$ cat src/core/iop_pkg.sv
// Shared constants for the port, infrared and PWM block
package iop_pkg;
   // Port geometry
   localparam int PORT_COUNT = 4;
   localparam int PORT_WIDTH = 4;
   localparam int PIN_COUNT = 16;
   localparam int PWM_COUNT = 4;
   localparam int PWM_WIDTH = 8;
   localparam int ADDR_WIDTH = 4;
   localparam int DATA_WIDTH = 8;
   localparam int PWM_BASE_PIN = 8;

   // Register map, one 8-bit register per address
   localparam logic [3:0] ADDR_PORT_A_DATA = 4'h0;
   localparam logic [3:0] ADDR_PORT_A_DIR = 4'h1;
   localparam logic [3:0] ADDR_PORT_B_DATA = 4'h2;
   localparam logic [3:0] ADDR_PORT_B_DIR = 4'h3;
   localparam logic [3:0] ADDR_PORT_C_DATA = 4'h4;
   localparam logic [3:0] ADDR_PORT_C_DIR = 4'h5;
   localparam logic [3:0] ADDR_PORT_D_DATA = 4'h6;
   localparam logic [3:0] ADDR_PORT_D_DIR = 4'h7;
   localparam logic [3:0] ADDR_MODE = 4'h8;
   localparam logic [3:0] ADDR_STOP = 4'h9;
   localparam logic [3:0] ADDR_STATUS = 4'hA;
   localparam logic [3:0] ADDR_PWM_EN = 4'hB;
   localparam logic [3:0] ADDR_DUTY_0 = 4'hC;

   // Mode and status register fields
   localparam int MODE_IR_SEL_BIT = 1;
   localparam int MODE_IR_EN_BIT = 3;
   localparam int STATUS_STOP_BIT = 0;

   // Pin positions used by the infrared path
   localparam int PIN_B3 = 7;
   localparam int PIN_C3 = 11;
   localparam int PORT_C_INDEX = 2;
   localparam int BIT3 = 3;

   // Reset values
   localparam logic [3:0] PORT_RESET = 4'h0;
   localparam logic [7:0] DUTY_RESET = 8'h00;
   localparam logic [7:0] DATA_ZERO = 8'h00;

   // Carrier timing: clock rate and carrier frequency in Hz
   localparam int CLK_HZ = 10_000_000;
   localparam int IR_CARRIER_HZ = 38_500;
   localparam int IR_HALF_CYCLES = CLK_HZ / (2 * IR_CARRIER_HZ);
   localparam logic [7:0] IR_HALF_LAST = 8'(IR_HALF_CYCLES - 1);

   // Run state of the core clock
   typedef enum logic {IOP_RUN_ACTIVE, IOP_RUN_STOPPED} iop_run_e;
endpackage

$ cat src/core/iop_pwm.sv
// One PWM channel with its own free-running counter
`timescale 1ns/1ps
module iop_pwm (
   input wire logic clk_in,
   input wire logic reset_in,
   input wire logic [iop_pkg::PWM_WIDTH-1:0] duty_in,
   output logic pwm_out
);
   // Period counter, wraps after 256 counts
   logic [iop_pkg::PWM_WIDTH-1:0] count;
   logic [iop_pkg::PWM_WIDTH-1:0] next_count;
   // Registered waveform
   logic next_pwm;

   always_comb begin
      next_count = count + 8'h01;
      // High while below duty, so duty zero stays low
      next_pwm = (count < duty_in);
   end

   // Register stage
   always_ff @(posedge clk_in) begin
      if (reset_in) begin
         count <= 8'h00;
         pwm_out <= 1'b0;
      end else begin
         count <= next_count;
         pwm_out <= next_pwm;
      end
   end
endmodule

$ cat src/core/iop_top.sv
// Four 4-bit ports with stop-mode wake, infrared carrier and PWM
`timescale 1ns/1ps
module iop_top (
   input wire logic clk_in,
   input wire logic reset_in,
   input wire logic [iop_pkg::ADDR_WIDTH-1:0] addr_in,
   input wire logic [iop_pkg::DATA_WIDTH-1:0] wdata_in,
   input wire logic wr_in,
   input wire logic rd_in,
   output logic [iop_pkg::DATA_WIDTH-1:0] rdata_out,
   input wire logic [iop_pkg::PIN_COUNT-1:0] pin_in,
   output logic [iop_pkg::PIN_COUNT-1:0] pin_out,
   output logic [iop_pkg::PIN_COUNT-1:0] pin_oe_out,
   output logic [iop_pkg::PIN_COUNT-1:0] pull_low_out,
   output logic clk_run_out
);
   // Port output latches and direction bits (one = output)
   logic [iop_pkg::PORT_WIDTH-1:0] port_data [iop_pkg::PORT_COUNT];
   logic [iop_pkg::PORT_WIDTH-1:0] port_dir [iop_pkg::PORT_COUNT];
   logic [iop_pkg::PORT_WIDTH-1:0] next_port_data [iop_pkg::PORT_COUNT];
   logic [iop_pkg::PORT_WIDTH-1:0] next_port_dir [iop_pkg::PORT_COUNT];
   // Mode fields
   logic ir_enable;
   logic ir_pin_select;
   logic next_ir_enable;
   logic next_ir_pin_select;
   // PWM steering and duty values
   logic [iop_pkg::PWM_COUNT-1:0] pwm_enable;
   logic [iop_pkg::PWM_COUNT-1:0] next_pwm_enable;
   logic [iop_pkg::PWM_WIDTH-1:0] duty [iop_pkg::PWM_COUNT];
   logic [iop_pkg::PWM_WIDTH-1:0] next_duty [iop_pkg::PWM_COUNT];
   logic [iop_pkg::PWM_COUNT-1:0] pwm_wave;
   // Stop-mode state and last sampled pins
   iop_pkg::iop_run_e run_state;
   iop_pkg::iop_run_e next_run_state;
   logic [iop_pkg::PIN_COUNT-1:0] last_pins;
   logic [iop_pkg::PIN_COUNT-1:0] next_last_pins;
   // Carrier generator
   logic [7:0] car_count;
   logic [7:0] next_car_count;
   logic carrier;
   logic next_carrier;
   // Registered outputs
   logic [iop_pkg::DATA_WIDTH-1:0] next_rdata;
   logic [iop_pkg::PIN_COUNT-1:0] next_pin_out;
   logic [iop_pkg::PIN_COUNT-1:0] next_pin_oe;
   logic [iop_pkg::PIN_COUNT-1:0] next_pull_low;
   logic next_clk_run;
   // Flattened views of the port arrays
   logic [iop_pkg::PIN_COUNT-1:0] flat_data;
   logic [iop_pkg::PIN_COUNT-1:0] flat_dir;
   logic port_c_bit3_data;
   logic ir_modulated;

   // Port number addressed by a data or direction register
   function automatic logic [1:0] port_of(input logic [3:0] a);
      port_of = a[2:1];
   endfunction

   // True when the address hits a port data or direction register
   function automatic logic is_port_reg(input logic [3:0] a);
      is_port_reg = (a < iop_pkg::ADDR_MODE);
   endfunction

   // channels bound to port c bits
   genvar g;
   generate
      for (g = 0; g < iop_pkg::PWM_COUNT; g = g + 1) begin : gen_pwm
         iop_pwm u_pwm (
            .clk_in(clk_in),
            .reset_in(reset_in),
            .duty_in(duty[g]),
            .pwm_out(pwm_wave[g])
         );
      end
   endgenerate

   // Flatten ports, port a in the low nibble
   always_comb begin
      for (int p = 0; p < iop_pkg::PORT_COUNT; p++) begin
         flat_data[p*iop_pkg::PORT_WIDTH +: iop_pkg::PORT_WIDTH] =
            port_data[p];
         flat_dir[p*iop_pkg::PORT_WIDTH +: iop_pkg::PORT_WIDTH] =
            port_dir[p];
      end
   end

   // Register writes
   always_comb begin
      for (int p = 0; p < iop_pkg::PORT_COUNT; p++) begin
         next_port_data[p] = port_data[p];
         next_port_dir[p] = port_dir[p];
      end
      for (int c = 0; c < iop_pkg::PWM_COUNT; c++) begin
         next_duty[c] = duty[c];
      end
      next_ir_enable = ir_enable;
      next_ir_pin_select = ir_pin_select;
      next_pwm_enable = pwm_enable;
      if (wr_in) begin
         if (is_port_reg(addr_in)) begin
            if (addr_in[0]) begin
               next_port_dir[port_of(addr_in)] =
                  wdata_in[iop_pkg::PORT_WIDTH-1:0];
            end else begin
               next_port_data[port_of(addr_in)] =
                  wdata_in[iop_pkg::PORT_WIDTH-1:0];
            end
         end else if (addr_in == iop_pkg::ADDR_MODE) begin
            next_ir_enable = wdata_in[iop_pkg::MODE_IR_EN_BIT];
            next_ir_pin_select = wdata_in[iop_pkg::MODE_IR_SEL_BIT];
         end else if (addr_in == iop_pkg::ADDR_PWM_EN) begin
            next_pwm_enable = wdata_in[iop_pkg::PWM_COUNT-1:0];
         end else if (addr_in >= iop_pkg::ADDR_DUTY_0) begin
            next_duty[addr_in[1:0]] = wdata_in;
         end
      end
   end

   // Control registers
   always_ff @(posedge clk_in) begin
      if (reset_in) begin
         for (int p = 0; p < iop_pkg::PORT_COUNT; p++) begin
            port_data[p] <= iop_pkg::PORT_RESET;
            // All pins start as pulled-low inputs
            port_dir[p] <= iop_pkg::PORT_RESET;
         end
         for (int c = 0; c < iop_pkg::PWM_COUNT; c++) begin
            duty[c] <= iop_pkg::DUTY_RESET;
         end
         ir_enable <= 1'b0;
         ir_pin_select <= 1'b0;
         pwm_enable <= 4'h0;
      end else begin
         for (int p = 0; p < iop_pkg::PORT_COUNT; p++) begin
            port_data[p] <= next_port_data[p];
            port_dir[p] <= next_port_dir[p];
         end
         for (int c = 0; c < iop_pkg::PWM_COUNT; c++) begin
            duty[c] <= next_duty[c];
         end
         ir_enable <= next_ir_enable;
         ir_pin_select <= next_ir_pin_select;
         pwm_enable <= next_pwm_enable;
      end
   end

   // Stop mode and wake detection
   // Driven pins that toggle also wake, as a real pad edge would
   always_comb begin
      next_run_state = run_state;
      // Pins are synchronous, so one snapshot suffices
      next_last_pins = pin_in;
      case (run_state)
         iop_pkg::IOP_RUN_ACTIVE: begin
            if (wr_in && addr_in == iop_pkg::ADDR_STOP) begin
               next_run_state = iop_pkg::IOP_RUN_STOPPED;
            end
         end
         iop_pkg::IOP_RUN_STOPPED: begin
            if (pin_in != last_pins) begin
               next_run_state = iop_pkg::IOP_RUN_ACTIVE;
            end
         end
         default: next_run_state = iop_pkg::IOP_RUN_ACTIVE;
      endcase
      next_clk_run = (next_run_state == iop_pkg::IOP_RUN_ACTIVE);
   end

   // Stop state registers
   always_ff @(posedge clk_in) begin
      if (reset_in) begin
         run_state <= iop_pkg::IOP_RUN_ACTIVE;
         last_pins <= 16'h0000;
         clk_run_out <= 1'b1;
      end else begin
         run_state <= next_run_state;
         last_pins <= next_last_pins;
         clk_run_out <= next_clk_run;
      end
   end

   always_comb begin
      next_car_count = car_count + 8'h01;
      next_carrier = carrier;
      if (car_count == iop_pkg::IR_HALF_LAST) begin
         next_car_count = 8'h00;
         next_carrier = ~carrier;
      end
   end

   // Carrier registers
   always_ff @(posedge clk_in) begin
      if (reset_in) begin
         car_count <= 8'h00;
         carrier <= 1'b0;
      end else begin
         car_count <= next_car_count;
         carrier <= next_carrier;
      end
   end

   // Pin drive: plain data, PWM, then infrared override
   always_comb begin
      port_c_bit3_data = port_data[iop_pkg::PORT_C_INDEX][iop_pkg::BIT3];
      ir_modulated = port_c_bit3_data & carrier;
      next_pin_out = flat_data;
      // drive only output pins, pull the rest low
      next_pin_oe = flat_dir;
      next_pull_low = ~flat_dir;
      for (int c = 0; c < iop_pkg::PWM_COUNT; c++) begin
         if (pwm_enable[c]) begin
            next_pin_out[iop_pkg::PWM_BASE_PIN + c] = pwm_wave[c];
         end
      end
      if (ir_enable) begin
         if (ir_pin_select) begin
            next_pin_out[iop_pkg::PIN_B3] = ir_modulated;
         end else begin
            next_pin_out[iop_pkg::PIN_C3] = ir_modulated;
         end
      end
   end

   // Pin output registers
   always_ff @(posedge clk_in) begin
      if (reset_in) begin
         pin_out <= 16'h0000;
         pin_oe_out <= 16'h0000;
         pull_low_out <= 16'hFFFF;
      end else begin
         pin_out <= next_pin_out;
         pin_oe_out <= next_pin_oe;
         pull_low_out <= next_pull_low;
      end
   end

   // Read mux; data valid only in the cycle after the strobe
   always_comb begin
      next_rdata = iop_pkg::DATA_ZERO;
      if (rd_in) begin
         if (is_port_reg(addr_in)) begin
            if (addr_in[0]) begin
               next_rdata = {4'h0, port_dir[port_of(addr_in)]};
            end else begin
               // Inputs show the pin, outputs the latch
               next_rdata = {4'h0,
                  (pin_in[port_of(addr_in)*iop_pkg::PORT_WIDTH +:
                   iop_pkg::PORT_WIDTH] &
                   ~port_dir[port_of(addr_in)]) |
                  (port_data[port_of(addr_in)] &
                   port_dir[port_of(addr_in)])};
            end
         end else if (addr_in == iop_pkg::ADDR_MODE) begin
            next_rdata[iop_pkg::MODE_IR_EN_BIT] = ir_enable;
            next_rdata[iop_pkg::MODE_IR_SEL_BIT] = ir_pin_select;
         end else if (addr_in == iop_pkg::ADDR_STATUS) begin
            next_rdata[iop_pkg::STATUS_STOP_BIT] =
               (run_state == iop_pkg::IOP_RUN_STOPPED);
         end else if (addr_in == iop_pkg::ADDR_PWM_EN) begin
            next_rdata = {4'h0, pwm_enable};
         end else if (addr_in >= iop_pkg::ADDR_DUTY_0) begin
            next_rdata = duty[addr_in[1:0]];
         end
         // Stop address reads as zero
      end
   end

   // Read data register
   always_ff @(posedge clk_in) begin
      if (reset_in) begin
         rdata_out <= iop_pkg::DATA_ZERO;
      end else begin
         rdata_out <= next_rdata;
      end
   end

   // Clock gating itself sits outside; clk_run_out only requests it
endmodule

$ cat config.mk
export PLATFORM = sky130hd
export DESIGN_NAME = iop_top
export DESIGN_NICKNAME = d
export VERILOG_FILES = /design/src/core/iop_pkg.sv /design/src/core/iop_pwm.sv /design/src/core/iop_top.sv
export SDC_FILE = /design/constraint.sdc
export NUM_CORES = 1
export LEC_CHECK = 0
export ABC_CLOCK_PERIOD_IN_PS = 2900
export BUFFER_PORTS_ARGS = -buffer_cell sky130_fd_sc_hd__buf_4
export CORE_MARGIN = 4
export CORE_UTILIZATION = 45
export CTS_CLUSTER_SIZE = 25
export DETAILED_ROUTE_END_ITERATION = 8
export REMOVE_ABC_BUFFERS = 1
export SYNTH_ARGS = -nofsm -noshare
export SYNTH_HDL_FRONTEND = slang
export SYNTH_HIERARCHICAL = 1
export SYNTH_SLANG_ARGS = --single-unit
$ cat constraint.sdc
create_clock -name clk_in -period 2.9 [get_ports clk_in]
set_input_delay 0.145 -clock clk_in [delete_from_list [all_inputs] [get_ports clk_in]]
set_output_delay 0.145 -clock clk_in [all_outputs]
set_load 0.05 [all_outputs]
# Word-level counts from Yosys, hierarchy flattened
# Memory sizes are Yosys's and may differ from the RTL's.
# Index checks and enable logic that the tools add are counted.
# word_totals
regBits,125
ram_bits,64
in_bits,32
output_inout_bits,57
wordCells,133
memories,3
# memory_table
memory,depth,width,rd,rd_ports_with_merged_regs,wr,line,text
duty,4,8,5,0,4,iop_top.sv:30,logic [iop_pkg::PWM_WIDTH-1:0] duty [iop_pkg::PWM_COUNT];
port_data,4,4,5,0,4,iop_top.sv:18,logic [iop_pkg::PORT_WIDTH-1:0] port_data [iop_pkg::PORT_COUNT];
port_dir,4,4,5,0,4,iop_top.sv:19,logic [iop_pkg::PORT_WIDTH-1:0] port_dir [iop_pkg::PORT_COUNT];
# op_classes
addsub,5
magnitude_cmp,10
n_eq_ne,6
shift,1
muxes,55
n_bitwise,26
n_reduce_logical,7
# op_table
cell,n
32-bit two-way mux,5
16-bit two-way mux,6
8-bit two-way mux,8
4-bit two-way mux,11
8-bit by 1-bit adder with 8-bit output (second input constant),5
16-bit bitwise mux,2
32-bit bitwise mux,1
8-bit < comparator,4
1-bit two-way mux,18
8-bit demux with 2-bit select,1
4-bit == test (second input constant),4
16-bit != test,1
16-bit NOT,1
16-bit by 5-bit indexed part select with 4-bit output,1
1-bit OR,12
4-bit AND,2
4-bit demux with 2-bit select,1
8-bit == test (second input constant),1
7-bit two-way mux,1
3-bit >= comparator (second input constant),2
3-bit by 1-bit < comparator with 1-bit output (second input constant),2
1-bit NOT,6
2-bit NOT with 3-bit output,2
4-bit >= comparator (second input constant),1
9 further kinds,12

# Depth between registers and ports, before layout
# logic_depth
word_depth,12
depth_mapped,6
mapped_depth_nobuf,5

# Hierarchy
# The synthesis kept the hierarchy.
# by_module_without_submodules
module,instances,cells_each,area_each_um2,seq_area_each_um2
iop_top,1,591,5865.6,3062.9
iop_pwm,4,56,499.2,180.2

# Least setup slack after synthesis
# OpenSTA, ideal clock, no wires.
# synth_path
path_kind,reg-to-reg
from,mem duty[0][3] in the netlist's numbering
to,reg gen_pwm[0].u_pwm.pwm_out
setup_ns,0.114
arrival_ns,1.272
t_required_ns,2.786
setup_slack_ns,1.513
stages_incl_launch_ff,6
n_path_buf,0
synth_period_minus_slack_ns,1.387
path_cell_list,dfxtp_1 inv_1 ha_1 a211oi_1 o21ai_0 a2111oi_0
# synth_lines
item,line,text
start: declaration,iop_top.sv:30,
end signal: assignment,iop_pwm.sv:28,pwm_out <= next_pwm;
end: declaration,iop_pwm.sv:7,output logic pwm_out

==> key figures <==
CTS
  • CTS Buf Count: 17
  • CTS tree: yes
  • # resized after CTS: 0
  • Clock tree buffer depth: 2
  • Clk sink count: 189
  • Register clock-pin slew on the reported worst setup and hold paths: 0.07 ns
  • Worst-Skew Late Latency: 0.43 ns
  • Root Buffer: clkbuf_16
  • H-tree depth: 4

Logic synthesis
  • Mapped Area: 7860 µm²
  • Post-synthesis sequential area ratio: 48.1%
  • FF+latch count, synth: 189
  • Synth Flop Type: dfxtp_1
  • Synth top area cells: dfxtp_1 48%, ha_1 5.4%, mux2i_1 5.0%, mux4_2 4.6%, a21oi_1 3.6%
  • Warnings from Yosys: 6
  • Leading area contributor after synthesis: dfxtp_1
  • Post-synth top cells: 189 x dfxtp_1, 76 x nor2_1, 58 x inv_1
  • EDFF count, synth: 0
  • Most frequent cell after synthesis: dfxtp_1
  • Async set-reset flop share out of synthesis: 0%
  • Share of the synthesized area in the top cell type: 48.1%
  • Mapped Cells: 815
  • Mapped Avg Cell Area: 9.65 µm²
  • Distinct cells, synth: 52

Route
  • M1 wire length: 8.22 mm
  • Total wire length: 18.5 mm
  • Metal3 WL: 994 µm
  • Final ANT Viol Nets: 0
  • Via count: 6043
  • Met2 WL: 8.91 mm
  • WL per Instance: 16.2 µm
  • DRT Pass-1 Iters: 5
  • Vias per cell: 5.29
  • Remaining DRCs: 0
  • Iteration-0 DRC Markers: 423
  • Top Metal Used: met4

Power
  • PD cells: 580 nW/µm²
  • P_leak: 0.00371 µW
  • Power Internal: 4150 µW
  • Peak supply drop: 0.408 mV
  • Net switching power figure: 1330 µW
  • Sw frac: 24.3%
  • Seq pwr share: 49.2%
  • Clock power frac: 43.8%
  • Combinational Power Share: 7.0%

Die
  • Starting Density: 45.6%
  • Ports: 89
  • Die area: 19700 µm²
  • Die width: 140 µm
  • Number of cell rows: 48
  • Total core area: 17200 µm²
  • Die Ht: 140 µm

Placement
  • Post-DP HPWL: 13.2 mm
  • GPL Wtd Cong: 0.833
  • Post-place setup slack: 1.23 ns
  • Post-Place Cell Area: 8640 µm²
  • IO buf count: 88

Status
  • Status: finished clean

STA
  • Clk_skew: 0.00934 ns
  • Final setup violating endpoints: 0
  • Least-Margin Pin Slew: 0.651 ns
  • Max Fclk: 578 MHz
  • RSZ-0062 raised after global routing: false
  • Max-slew violations: 0
  • Worst setup margin: 1.17 ns
  • Slew HR: 56.6%
  • Tcrit/Tclk final: 59.7%
  • Final Hold Vio Count: 0
  • Post-route setup TNS: 0 ns
  • Minimum clock period: 1.73 ns

Critical path
  • Crit end category: register
  • Critical setup path kind: reg -> reg
  • Crit path launch type: register
  • Required @ worst endpoint: 3.17 ns
  • Critical path arrival: 2.00 ns
  • Critical path peak fanout: 3

Job
  • Max cap viols: 0

GRT
  • Initial antenna violation count: 0
  • Vias in the first global route: 5994
  • Total grt overflow: 0
  • Largest net degree at the start of global routing: 96
  • Global-route wire length before repair: 30.5 mm
  • Total GRT Usage: 19.0%

Cells and area
  • Area occupied by multi-input gates: 3680 µm²
  • Layout cells sized above 1: 16.6%
  • Antenna Cells: 0
  • Fillers: 1517
  • Area occupied by registers: 3780 µm²
  • Cell area after layout: 9450 µm²
  • # nets final: 971
  • Area Overhead vs Synth: 20.2%

Worst hold path
  • Hold Path Class: in -> reg
area by class of cell:
type | instances | area share (%)
clock buffers | 19 | 4.69
multi-input cells | 530 | 38.9
clock inverters | 13 | 1.76
inverters | 58 | 2.30
flip-flops and latches | 189 | 40.0
repair buffers | 109 | 9.32
well taps | 225 | 2.98
power by group through the flow:
stage	combinational, µW	sequential [µW]	clock (µW)
2_1_floorplan	169	2770	0
3_3_place_gp	347	2760	0
3_5_place_dp	360	2760	0
4_1_cts	384	2700	2440
5_1_grt	423	2700	2560
6_report	385	2700	2400
per-layer routing:
metal | up-vias | global-route usage (%)
met5 | - | 0
met4 | 0 | 6.94
met3 | 34 | 3.96
met2 | 157 | 31.6
met1 | 2880 | 24.5
li1 | 2972 | -
flip-flops by register name (all words and copies together) (netlist names), 16 cells and up:
name and cells:
duty 32, pull_low_out 16, pin_oe_out 16, gen_pwm.u_pwm/count 32
pin_out 16, last_pins 16, port_data 16, port_dir 16
stage by stage:
step	total power (µW)	utilization (%)	hold WS, ns	std cells
detailed placement	3120	50.2	0.392	1091
global route	5680	54.8	0.0557	1143
CTS	5520	54.8	0.0425	1143
global placement	3100	50.2	0.385	1091
floorplan	2930	-	0.212	777
finish	5480	54.8	0.0617	1143
repair_timing:
| action | CTS | global route |
|---|---|---|
| hold buffers | 20 | 0 |
| endpoints found under the hold margin | 27 | 0 |
| setup buffers | 0 | 0 |
| endpoints found under the setup margin | 0 | 0 |
critical path, cell delays in order (launching register included):
cell and delay (ns):
dfxtp_1 0.35, inv_1 0.05, ha_1 0.30, a211oi_1 0.23, o21ai_0 0.11, a2111oi_0 0.52
logic make-up after synthesis:
logic type / count (synthesis) / synth area share [%]
AOI/OAI and AO/OA: 149 / 11.1
xor gates and xnor gates: 34 / 3.79
adders and majority gates: 34 / 5.41
buffers and inverters: 96 / 5.06
DFF: 189 / 48.1
muxes: 55 / 9.55
and+or+nand+nor: 258 / 16.9
layout by cell type, fill, tap and decap left out, drive strengths merged, types with 4 or more instances in the layout:
cell type    instances
nand3               22
o21ai               50
inv                 67
xnor2                8
ha                  34
o211ai               5
a2111oi              4
a21oi               57
o2111a               4
or3                  9
nor2                80
dlygate4sd3         20
o31ai                4
or4                  4
nor2b               35
dfxtp              189
clkbuf              19
nor3b               11
nand2b              22
a211oi               4
a31oi                7
mux2i               39
buf                 89
xor2                26
mux4                16
nand2               58
worst paths after layout:
path             startpoint                        to  slack (ns)  cells after the start
max              duty[3][3]  gen_pwm[3].u_pwm/pwm_out        1.17                      5
min              addr_in[3]              rdata_out[0]        0.06                      2
max reg2reg      duty[3][3]  gen_pwm[3].u_pwm/pwm_out        1.17                      5
min reg2reg  port_dir[0][0]           pull_low_out[0]        0.46                      1
Note: power is estimated with default switching activity, not from simulation.
